===== config.mk =====
export PLATFORM = sky130hd
export DESIGN_NAME = drf_register_file
export DESIGN_NICKNAME = d
export VERILOG_FILES = /design/src/common/drf_pkg.sv /design/src/drf_cond_eval.sv /design/src/drf_register_file.sv
export SDC_FILE = /design/constraint.sdc
export NUM_CORES = 1
export LEC_CHECK = 0
export ABC_CLOCK_PERIOD_IN_PS = 1700
export BUFFER_PORTS_ARGS = -buffer_cell sky130_fd_sc_hd__buf_4
export CAP_MARGIN = 20
export CORE_MARGIN = 8
export CORE_UTILIZATION = 48
export DETAILED_ROUTE_END_ITERATION = 8
export GPL_ROUTABILITY_DRIVEN = 0
export PLACE_DENSITY = 0.77
export SYNTH_ARGS = -nofsm -noshare
export SYNTH_HDL_FRONTEND = slang
export SYNTH_SLANG_ARGS = --single-unit

===== constraint.sdc =====
create_clock -name sys_clk -period 1.7 [get_ports sys_clk]
set_input_delay 0.34 -clock sys_clk [delete_from_list [all_inputs] [get_ports sys_clk]]
set_output_delay 0.34 -clock sys_clk [all_outputs]
set_load 0.01 [all_outputs]

===== src/common/drf_pkg.sv =====
// Shared types and constants of the DSP register file.
// Assumes one core clock and that the pipeline and address unit share it.
package drf_pkg;

  // ==========================================================
  // Widths and reset values
  localparam int DRF_DATA_W = 32;
  localparam int DRF_GUARD_W = 8;
  localparam int DRF_ACC_W = DRF_DATA_W + DRF_GUARD_W;
  localparam int DRF_HALF_W = 16;
  localparam int DRF_STATUS_W = 8;
  localparam int DRF_RSV_W = DRF_DATA_W - DRF_STATUS_W;
  localparam logic [DRF_DATA_W-1:0] DRF_WORD_RST = 32'h0000_0000;
  localparam logic [DRF_ACC_W-1:0] DRF_ACC_RST = 40'h00_0000_0000;
  localparam logic [DRF_RSV_W-1:0] DRF_RSV_ZERO = 24'h00_0000;

  // ==========================================================
  // Condition select encodings
  localparam logic [2:0] DRF_CS_CARRY = 3'h0;
  localparam logic [2:0] DRF_CS_NEG = 3'h1;
  localparam logic [2:0] DRF_CS_ZERO = 3'h2;
  localparam logic [2:0] DRF_CS_OVF = 3'h3;
  localparam logic [2:0] DRF_CS_SGT = 3'h4;
  localparam logic [2:0] DRF_CS_SGE = 3'h5;

  // ==========================================================
  // Status word, low byte; upper bits are never stored
  typedef struct packed {
    logic signed_greater_flag;
    logic zero_flag;
    logic negative_flag;
    logic overflow_flag;
    logic [2:0] cond_select;
    logic dsp_condition_flag;
  } drf_status_type;

  localparam drf_status_type DRF_STATUS_RST = 8'h00;

  typedef struct packed {
    logic [DRF_HALF_W-1:0] buffer_end_address;
    logic [DRF_HALF_W-1:0] buffer_first_address;
  } drf_bounds_type;

  // Result conditions reported by the execution pipeline
  typedef struct packed {
    logic carry;
    logic negative;
    logic zero;
    logic overflow;
    logic signed_greater;
  } drf_result_flags_type;

  // ==========================================================
  // Instruction classes and destinations
  typedef enum logic [2:0] {
    DRF_OP_DATA_PROC,
    DRF_OP_PARALLEL_SIGNED_MULTIPLY,
    DRF_OP_PARALLEL_ADD_VARIANT,
    DRF_OP_PARALLEL_SUBTRACT_VARIANT,
    DRF_OP_XSIDE_TRANSFER,
    DRF_OP_YSIDE_TRANSFER,
    DRF_OP_SINGLE_TRANSFER
  } drf_op_kind_type;

  typedef enum logic [1:0] {
    DRF_COND_ALWAYS,
    DRF_COND_IF_SET,
    DRF_COND_IF_CLEAR
  } drf_cond_kind_type;

  typedef enum logic [3:0] {
    DRF_DST_NONE,
    DRF_DST_ACCUM_FIRST,
    DRF_DST_ACCUM_SECOND,
    DRF_DST_MULT_FIRST,
    DRF_DST_MULT_SECOND,
    DRF_DST_XSIDE_FIRST,
    DRF_DST_XSIDE_SECOND,
    DRF_DST_YSIDE_FIRST,
    DRF_DST_YSIDE_SECOND
  } drf_dest_type;

  typedef struct packed {
    logic valid;
    drf_op_kind_type op_kind;
    drf_cond_kind_type cond_kind;
    drf_dest_type dest;
    logic [DRF_ACC_W-1:0] data;
    drf_result_flags_type flags;
  } drf_dsp_op_type;

  // System register selection from the core
  typedef enum logic [3:0] {
    DRF_SYS_STATUS,
    DRF_SYS_ACCUM_FIRST,
    DRF_SYS_ACCUM_SECOND,
    DRF_SYS_XSIDE_FIRST,
    DRF_SYS_XSIDE_SECOND,
    DRF_SYS_YSIDE_FIRST,
    DRF_SYS_YSIDE_SECOND,
    DRF_SYS_LOOP_FIRST,
    DRF_SYS_LOOP_LAST,
    DRF_SYS_BOUNDS
  } drf_sysreg_type;

  typedef enum logic [1:0] {
    DRF_XFER_NONE,
    DRF_XFER_XSIDE,
    DRF_XFER_YSIDE,
    DRF_XFER_SINGLE
  } drf_xfer_type;

  // Whole register file as seen by the pipeline
  typedef struct packed {
    logic [DRF_ACC_W-1:0] accum_first;
    logic [DRF_ACC_W-1:0] accum_second;
    logic [DRF_DATA_W-1:0] multiplier_operand_first;
    logic [DRF_DATA_W-1:0] multiplier_operand_second;
    logic [DRF_DATA_W-1:0] xside_operand_first;
    logic [DRF_DATA_W-1:0] xside_operand_second;
    logic [DRF_DATA_W-1:0] yside_operand_first;
    logic [DRF_DATA_W-1:0] yside_operand_second;
    logic [DRF_DATA_W-1:0] loop_first_address;
    logic [DRF_DATA_W-1:0] loop_last_address;
    drf_bounds_type circular_buffer_bounds;
    drf_status_type status;
  } drf_regs_type;

endpackage : drf_pkg


===== src/drf_cond_eval.sv =====
// Condition flag evaluation for the status word.
// Assumes flags come from the same clock domain; purely combinational.
`timescale 1ns/1ps
module drf_cond_eval (
  // Selection and previous flag
  input wire logic [2:0] cond_select,
  input wire logic prev_flag,
  // Result conditions
  input wire drf_pkg::drf_result_flags_type flags,
  // New flag
  output logic cond_flag
);
  import drf_pkg::*;

  // ==========================================================
  // Mode decode
  always_comb begin
    unique case (cond_select)
      DRF_CS_CARRY: cond_flag = flags.carry;
      DRF_CS_NEG: cond_flag = flags.negative;
      DRF_CS_ZERO: cond_flag = flags.zero;
      DRF_CS_OVF: cond_flag = flags.overflow;
      DRF_CS_SGT: cond_flag = flags.signed_greater;
      // Equal counts as met, so zero joins greater
      DRF_CS_SGE: cond_flag = flags.signed_greater | flags.zero;
      default: cond_flag = prev_flag;
    endcase
  end

endmodule : drf_cond_eval


===== src/drf_register_file.sv =====
// DSP data, status and loop/circular control registers of the core.
// Assumes the pipeline presents one writeback per cycle and the core
// issues system register transfers on the same clock.
`timescale 1ns/1ps
// Notes on behaviour
// - Two 40-bit accumulators with eight guard bits
// - Six 32-bit operand registers for DSP
// - Status bits 31..8 read zero, written zero
// - Bit 7 set on positive or greater
// - Bit 6 set on zero or equal
// - Bit 5 set on negative or smaller
// - Bit 4 set on overflow
// - Bits 3..1 choose condition flag source
// - Bit 0 shows chosen condition met
// - Unconditional processing updates flags, listed ops don't
// - Conditional ops gated by flag, never touch status
// - Gating touches DSP registers only, not core
// - Status word is core system register
// - Core reaches accumulators and X/Y operands
// - Loops use count, first and last registers
// - Loop addresses passed raw, not physical addresses
// - Bounds: end high half, start low half
// - Circular only for X/Y transfers, never single
module drf_register_file #(
  parameter int COUNT_W = 12
) (
  // Clock and reset
  input wire logic sys_clk,
  input wire logic rst_n,
  // System register transfers from the core
  input wire logic sysreg_wr,
  input wire logic sysreg_rd,
  input wire drf_pkg::drf_sysreg_type sysreg_sel,
  input wire logic [drf_pkg::DRF_DATA_W-1:0] sysreg_wdata,
  output logic [drf_pkg::DRF_DATA_W-1:0] sysreg_rdata_r,
  output logic sysreg_rvalid_r,
  // DSP pipeline writeback
  input wire drf_pkg::drf_dsp_op_type dsp_op,
  output logic dsp_exec_r,
  // Address unit and processor status word fields
  input wire drf_pkg::drf_xfer_type xfer_kind,
  input wire logic xside_circular_enable,
  input wire logic yside_circular_enable,
  input wire logic [COUNT_W-1:0] loop_iteration_count,
  output logic circ_xside_active_r,
  output logic circ_yside_active_r,
  output logic [COUNT_W-1:0] loop_count_r,
  // Register contents
  output drf_pkg::drf_regs_type regs_r
);
  import drf_pkg::*;

  // ==========================================================
  // Declarations
  drf_regs_type regs_nxt;
  logic [DRF_DATA_W-1:0] sysreg_rdata_nxt;
  logic sysreg_rvalid_nxt;
  logic dsp_exec_nxt;
  logic circ_xside_nxt;
  logic circ_yside_nxt;
  logic [COUNT_W-1:0] loop_count_nxt;
  logic permit;
  logic flag_upd;
  logic cond_flag_new;
  logic status_wr;

  // ==========================================================
  // Condition flag source
  drf_cond_eval u_cond (
    .cond_select(regs_r.status.cond_select),
    .prev_flag(regs_r.status.dsp_condition_flag),
    .flags(dsp_op.flags),
    .cond_flag(cond_flag_new)
  );

  // ==========================================================
  // Register next state
  always_comb begin
    regs_nxt = regs_r;
    status_wr = sysreg_wr && (sysreg_sel == DRF_SYS_STATUS);
    unique case (dsp_op.cond_kind)
      DRF_COND_IF_SET: permit = regs_r.status.dsp_condition_flag;
      DRF_COND_IF_CLEAR: permit = !regs_r.status.dsp_condition_flag;
      default: permit = 1'b1;
    endcase
    dsp_exec_nxt = dsp_op.valid && permit;
    flag_upd = dsp_op.valid && (dsp_op.cond_kind == DRF_COND_ALWAYS) &&
               (dsp_op.op_kind == DRF_OP_DATA_PROC);
    if (dsp_exec_nxt) begin
      unique case (dsp_op.dest)
        DRF_DST_ACCUM_FIRST: regs_nxt.accum_first = dsp_op.data;
        DRF_DST_ACCUM_SECOND: regs_nxt.accum_second = dsp_op.data;
        DRF_DST_MULT_FIRST:
          regs_nxt.multiplier_operand_first = dsp_op.data[DRF_DATA_W-1:0];
        DRF_DST_MULT_SECOND:
          regs_nxt.multiplier_operand_second = dsp_op.data[DRF_DATA_W-1:0];
        DRF_DST_XSIDE_FIRST:
          regs_nxt.xside_operand_first = dsp_op.data[DRF_DATA_W-1:0];
        DRF_DST_XSIDE_SECOND:
          regs_nxt.xside_operand_second = dsp_op.data[DRF_DATA_W-1:0];
        DRF_DST_YSIDE_FIRST:
          regs_nxt.yside_operand_first = dsp_op.data[DRF_DATA_W-1:0];
        DRF_DST_YSIDE_SECOND:
          regs_nxt.yside_operand_second = dsp_op.data[DRF_DATA_W-1:0];
        default: begin
        end
      endcase
    end
    // core transfers never gated by flag
    if (sysreg_wr) begin
      // Core write is the later instruction, so it wins the register, except the status flag bits that a flag update sets below
      unique case (sysreg_sel)
        DRF_SYS_STATUS:
          regs_nxt.status = drf_status_type'(sysreg_wdata[DRF_STATUS_W-1:0]);
        DRF_SYS_ACCUM_FIRST:
          regs_nxt.accum_first = {{DRF_GUARD_W{sysreg_wdata[DRF_DATA_W-1]}},
                                  sysreg_wdata};
        DRF_SYS_ACCUM_SECOND:
          regs_nxt.accum_second = {{DRF_GUARD_W{sysreg_wdata[DRF_DATA_W-1]}},
                                   sysreg_wdata};
        DRF_SYS_XSIDE_FIRST: regs_nxt.xside_operand_first = sysreg_wdata;
        DRF_SYS_XSIDE_SECOND: regs_nxt.xside_operand_second = sysreg_wdata;
        DRF_SYS_YSIDE_FIRST: regs_nxt.yside_operand_first = sysreg_wdata;
        DRF_SYS_YSIDE_SECOND: regs_nxt.yside_operand_second = sysreg_wdata;
        DRF_SYS_LOOP_FIRST: regs_nxt.loop_first_address = sysreg_wdata;
        DRF_SYS_LOOP_LAST: regs_nxt.loop_last_address = sysreg_wdata;
        DRF_SYS_BOUNDS:
          regs_nxt.circular_buffer_bounds = drf_bounds_type'(sysreg_wdata);
        default: begin
        end
      endcase
    end
    // Result flags override a same-cycle core write so no event is lost
    if (flag_upd) begin
      regs_nxt.status.signed_greater_flag = dsp_op.flags.signed_greater;
      regs_nxt.status.zero_flag = dsp_op.flags.zero;
      regs_nxt.status.negative_flag = dsp_op.flags.negative;
      regs_nxt.status.overflow_flag = dsp_op.flags.overflow;
      regs_nxt.status.dsp_condition_flag = cond_flag_new;
    end
  end

  // ==========================================================
  // Readback and address unit outputs
  always_comb begin
    sysreg_rvalid_nxt = sysreg_rd;
    sysreg_rdata_nxt = DRF_WORD_RST;
    if (sysreg_rd) begin
      unique case (sysreg_sel)
        DRF_SYS_STATUS: sysreg_rdata_nxt = {DRF_RSV_ZERO, regs_r.status};
        DRF_SYS_ACCUM_FIRST:
          sysreg_rdata_nxt = regs_r.accum_first[DRF_DATA_W-1:0];
        DRF_SYS_ACCUM_SECOND:
          sysreg_rdata_nxt = regs_r.accum_second[DRF_DATA_W-1:0];
        DRF_SYS_XSIDE_FIRST: sysreg_rdata_nxt = regs_r.xside_operand_first;
        DRF_SYS_XSIDE_SECOND: sysreg_rdata_nxt = regs_r.xside_operand_second;
        DRF_SYS_YSIDE_FIRST: sysreg_rdata_nxt = regs_r.yside_operand_first;
        DRF_SYS_YSIDE_SECOND: sysreg_rdata_nxt = regs_r.yside_operand_second;
        DRF_SYS_LOOP_FIRST: sysreg_rdata_nxt = regs_r.loop_first_address;
        DRF_SYS_LOOP_LAST: sysreg_rdata_nxt = regs_r.loop_last_address;
        DRF_SYS_BOUNDS: sysreg_rdata_nxt = regs_r.circular_buffer_bounds;
        default: sysreg_rdata_nxt = DRF_WORD_RST;
      endcase
    end
    // count and raw addresses go to fetch unchanged
    loop_count_nxt = loop_iteration_count;
    circ_xside_nxt = (xfer_kind == DRF_XFER_XSIDE) && xside_circular_enable;
    circ_yside_nxt = (xfer_kind == DRF_XFER_YSIDE) && yside_circular_enable;
  end

  // ==========================================================
  // State registers
  always_ff @(posedge sys_clk or negedge rst_n) begin
    if (!rst_n) begin
      regs_r <= '{accum_first: DRF_ACC_RST, accum_second: DRF_ACC_RST,
                  circular_buffer_bounds: DRF_WORD_RST,
                  status: DRF_STATUS_RST, default: DRF_WORD_RST};
      sysreg_rdata_r <= DRF_WORD_RST;
      sysreg_rvalid_r <= 1'b0;
      dsp_exec_r <= 1'b0;
      circ_xside_active_r <= 1'b0;
      circ_yside_active_r <= 1'b0;
      loop_count_r <= '0;
    end else begin
      regs_r <= regs_nxt;
      sysreg_rdata_r <= sysreg_rdata_nxt;
      sysreg_rvalid_r <= sysreg_rvalid_nxt;
      dsp_exec_r <= dsp_exec_nxt;
      circ_xside_active_r <= circ_xside_nxt;
      circ_yside_active_r <= circ_yside_nxt;
      loop_count_r <= loop_count_nxt;
    end
  end
endmodule : drf_register_file


# Word level (Yosys, flattened, before mapping)
# Cells that the tools add are included.
dict set report totals {
  regBits 424
  wordCells 99
  output_inout_bits 424
}
dict set report classes {
  n_reduce_logical 20
  mux 27
  eq_ne 27
  bitwise_logic 1
}
# op n
set op_table {}
lappend op_table {{32-bit two-way mux} 14}
lappend op_table {{32-bit one-hot mux with 10 select lines} 1}
lappend op_table {{272-bit two-way mux} 1}
lappend op_table {{232-bit two-way mux} 1}
lappend op_table {{40-bit two-way mux} 4}
lappend op_table {{80-bit two-way mux} 1}
lappend op_table {{4-bit by 3-bit equality test with 1-bit output (second input constant)} 8}
lappend op_table {{4-bit by 2-bit equality test with 1-bit output (second input constant)} 4}
lappend op_table {{2-bit AND reduction} 7}
lappend op_table {{4-bit equality test (second input constant)} 3}
lappend op_table {{4-bit by 1-bit equality test with 1-bit output (second input constant)} 2}
lappend op_table {{8-bit two-way mux} 1}
lappend op_table {{7-bit by 1-bit != test with 1-bit output (second input constant)} 1}
lappend op_table {{3-bit by 2-bit equality test with 1-bit output (second input constant)} 2}
lappend op_table {{3-bit equality test (second input constant)} 2}
lappend op_table {{3-bit zero test} 2}
lappend op_table {{1-bit one-hot mux with 6 select lines} 1}
lappend op_table {{1-bit logical AND} 5}
lappend op_table {{2-bit by 1-bit equality test with 1-bit output (second input constant)} 2}
lappend op_table {{2-bit equality test (second input constant)} 2}
lappend op_table {{4-bit zero test} 1}
lappend op_table {{4-bit two-way mux} 1}
lappend op_table {{2-bit nonzero test} 2}
lappend op_table {{3-bit by 1-bit equality test with 1-bit output (second input constant)} 1}
lappend op_table {{6 further kinds} 6}

# Depth between registers and ports, before layout
dict set report logic_depth {
  depth_word 7
  mapped_depth 8
}

# By module
# From an unflattened synthesis, not the netlist that was laid out.
dict set report unflattened {
  cells_unflattened 1885
  hier_area_um2 19769.0
}
# module seq_area_each_um2 cells_each instances area_each_um2
set modules_own_cells {}
lappend modules_own_cells {drf_register_file 10610.2 1877 1 19712.7}
lappend modules_own_cells {drf_cond_eval 0.0 8 1 56.3}

# Worst setup path before layout
# OpenSTA, ideal clock, no wires.
dict set report synth_timing {
  kind {input-to-reg}
  start {input dsp_op[49] (netlist bit)}
  end {register regs_r[285] (netlist bit)}
  setup_time_ps 125
  n_path_buf 2
  required_ps 1575
  cell_stages 6
  arrival_time_ps 1792
  path_slack_ps -217
  cell_sequence {inv_1 -> ha_1 -> buf_2 -> a211oi_2 -> buf_2 -> mux2_2}
}
dict set report synth_via {
  elab_chain_len 4
  elab_cells_between_ends 5
}
# element line_no
set synth_rtl {}
lappend synth_rtl {{start: declaration} drf_register_file.sv:38} ;# input wire drf_pkg::drf_dsp_op_type dsp_op,
lappend synth_rtl {{2-bit equality test / 2-bit by 1-bit equality test with 1-bit output (equally long branches)} drf_register_file.sv:81} ;# unique case (dsp_op.cond_kind)
lappend synth_rtl {{1-bit one-hot mux with 2 select lines *} drf_register_file.sv:81}
lappend synth_rtl {{1-bit logical AND *} drf_register_file.sv:86} ;# dsp_exec_nxt = dsp_op.valid && permit;
lappend synth_rtl {{2-bit AND reduction (no source line) *} --}
lappend synth_rtl {{end signal: assignment} drf_register_file.sv:175} ;# regs_r <= '{accum_first: DRF_ACC_RST, accum_second: DRF_ACC_RST,
lappend synth_rtl {{end signal: assignment} drf_register_file.sv:185} ;# regs_r <= regs_nxt;
lappend synth_rtl {{end: declaration} drf_register_file.sv:49} ;# output drf_pkg::drf_regs_type regs_r
# Every way passes the cells marked *; elsewhere a longest branch is shown, timed or not.
# A chain may end at the register's enable or synchronous reset.

==> results.md <==
- Clock-pin slew on the worst setup and hold paths: 0.07 ns
- Worst-margin pin slew: roughly 0.6 ns
- Cells along the critical path: mux2i_4 > buf_12 > buf_8 > a211oi_4 > buf_6 > clkbuf_16 > nand2_2 > a31oi_1
- Commonest non-fill, non-tap cell in the layout: buf_4
- Layout cell share with drive strength beyond 1: 47.2%
- WS Path Type: flop to flop
- Post-synth cell types: 58
- Clk buf depth: 3
- Root buf cell: clkbuf_16
- Layout Nets: 2,636
- Max transition margin: 59.2%
- Detail Route Antenna Nets: 0
- Initial core utilization: roughly 49%
- Area after DPL: ~0.027 mm2
- # rows: 74
- Synthesized area: slightly below 0.02 mm2
- Drc violations: 0
- Synthesis Warnings: 0
- GRT overflow: 0
- Mux contribution to synthesized area: 17.6%
- Ports: 535
- Main combinational cell family by area after synthesis: multiplexers
- CTS Buf Count: 46
- Max incr delay on CP: 0.44 ns
- Final Hold Fails: 0
- Flop and latch count out of synthesis: 424
- Clock Skew: 0.0251 ns
- Setup violations, final: roughly 270
- Vias per cell: roughly 6.5
- Max Transition Viols Final: 0
- Compound-gate portion of the synthesized area: a little over an eighth
- Vias in the first global route: 19,639
- Post-Route WL: between 90,000 and 100,000 um
- Largest net degree at the start of global routing: 83
- Full die area: 0.0480 mm2
- CP Max Fanout: 8
- Buf/Inv on CP: 4
- Post-Synth Simple-Gate Area: 11.3%
- Core Area: approximately 0.04 mm2
- DP Wirelength: 63,100 um
- Arr. time, crit path: 2.50 ns
- Final Cell Area: ~0.03 mm2
- GRT Overall Usage: 36.5%
- Post-synthesis sequential area ratio: 53.5%
- Port Buffers: 534
- CP Launch Type: flop
- Outcome: complete, but fails checks
- Via Count: 20,059
- H-tree Lvls: 2
- P per Cell Area: 1230 mW/mm2
- Worst vdd ir: 1000 uV
- Tcrit/Tclk final: 118%
- Syn_nets: 1,968
- Dominant synthesized flop cell: dfrtp_1
- Xor/xnor share of the synthesized area: 0%
- Min Hold Slack: 0.0183 ns
- Clk sink count: about 420
- Dpl ws: -0.325 ns
- Critical Path End Type: flop
- Fin crit period: between 2 and 2.5 ns
- P_leak: 13.6 nW
- Clock Latency Late Sink: 0.59 ns
- First drt pass iteration count: 6
- 1st-iter DRT viols: 2,603
- Synth Area in Adders: 0.189%
- CP max stage cell: dfrtp_2
- Top Family by Delay on Critical Path: buffers and inverters
- Unrepaired setup endpoints after global routing: true
- WL/cell: 32.2 um
- Post-Synthesis Cells: 1,854
- Failing checks: setup timing
- Min-Delay Path Class: input port to flop
- Number of synthesized flops with an enable pin: 0
- Setup ws final: -0.307 ns
- Asr flop ratio synth: 100%
- Layout area overhead: 51.2%
- Die Height: 219 um
- Peak Freq: 0.498 GHz
- Most frequent cells in the layout: buf_4 (648), dfrtp_1 (423), nand2_1 (211), nor2_1 (146), mux2_2 (130)
- Worst Path Required: 2.20 ns
- Syn Area/Cell: 10.7 um2
- Initial antenna violation count: 1
- Final TNS setup: -45.99 ns
- First-pass GRT wire length: 131,000 um
- Maxcap violations: 0
- TritonCTS clock tree: built
- Die Wd: 219 um
-- final cells by class --
| type | count | area (um2) |
|---|---|---|
| fill | 2632 | 10900 |
| antenna | 1 | 2.50 |
| clock buffer | 69 | 1350 |
| sequential | 424 | 10600 |
| clock inverter | 15 | 225 |
| timing repair buffer | 787 | 7510 |
| tap | 532 | 666 |
| multi-input combinational | 1255 | 9560 |
| inverter | 8 | 47.5 |
-- state kept, by name, indices dropped and copies added, names as in the netlist --
| name | cells |
|---|---|
| regs_r | 376 |
| sysreg_rdata_r | 32 |
| loop_count_r | 12 |
| circ_xside_active_r | 1 |
| circ_yside_active_r | 1 |
| dsp_exec_r | 1 |
| sysreg_rvalid_r | 1 |
-- report_power, final --
part / switching, mW / internal [mW]
logic: 5.43 / 6.00
registers: 2.48 / 12.5
clock network: 4.35 / 6.25
total: 12.3 / 24.7
-- stage by stage --
step           power (mW)  cells  util [%]
2_1_floorplan        18.6   1854         -
3_3_place_gp         25.1   2943      65.1
3_5_place_dp         25.4   2943      65.1
4_1_cts              36.0   3062      70.3
5_1_grt              38.1   3091      73.4
6_report             37.0   3091      73.4
-- what timing repair did --
action | 4_1_cts | 5_1_grt
hold buffers | 17 | 0
buffers inserted | 10 | 6
gates resized for setup | 22 | 186
hold endpoints to repair | 257 | 0
cloned | 8 | 27
pin swaps | 1 | 144
setup endpoints to repair | 244 | 272
-- worst paths after layout --
check	to	start	cells after the start	slack (ns)
worst max-delay path	regs_r[145]	regs_r[0]	8	-0.31
worst min-delay path	circ_yside_active_r	yside_circular_enable	2	0.02
worst max register to register	regs_r[145]	regs_r[0]	8	-0.31
worst min register to register	regs_r[245]	regs_r[245]	1	0.51
max in group asynchronous	regs_r[353]	rst_n	4	0.67
min in group asynchronous	regs_r[298]	rst_n	2	0.19
-- cell families (layout without fill, tap and decap cells) --
group                    count (synthesis)  in the layout
multiplexers                           321            321
adder cells (fa/ha/maj)                  3              3
AND/OR/NAND/NOR                        532            532
AO/OA/AOI/OAI                          399            399
buffers and inverters                  175            879
flip-flops                             424            424
other                                    0              1
-- synth_stat cells (9+ instances only) --
cell	n	area, um2
nand3_1	10	50.1
clkbuf_1	86	323
mux2i_1	124	1240
mux2_2	192	2160
nor2_1	147	552
o21ai_0	9	45.0
buf_2	36	180
dfrtp_1	424	10600
o21ai_1	61	305
a31oi_1	126	788
nor3_1	10	50.1
nand2_1	306	1150
nor2b_1	11	68.8
buf_1	34	128
a222oi_1	12	120
a22oi_1	38	285
a21oi_1	61	305
or2_2	10	62.6
a22o_1	44	385
-- worst register-to-register path: stages (launching register included) --
cell and delay, ns:
dfrtp_2 0.44, mux2i_4 0.22, buf_12 0.16, buf_8 0.13
a211oi_4 0.28, buf_6 0.19, clkbuf_16 0.21, nand2_2 0.07
a31oi_1 0.23
-- routing by layer --
metal | share of wire, % | global-route usage, % | routed length (um) | vias to the layer above
li1 | - | - | - | 7953
met1 | 35 | 45.6 | 34700 | 9871
met2 | 44 | 56.9 | 44200 | 1764
met3 | 14 | 10.8 | 13800 | 471
met4 | 6.8 | 19.1 | 6770 | 0
met5 | 0 | 0 | 0 | -
No activity file was read; power rests on OpenSTA's default activity.
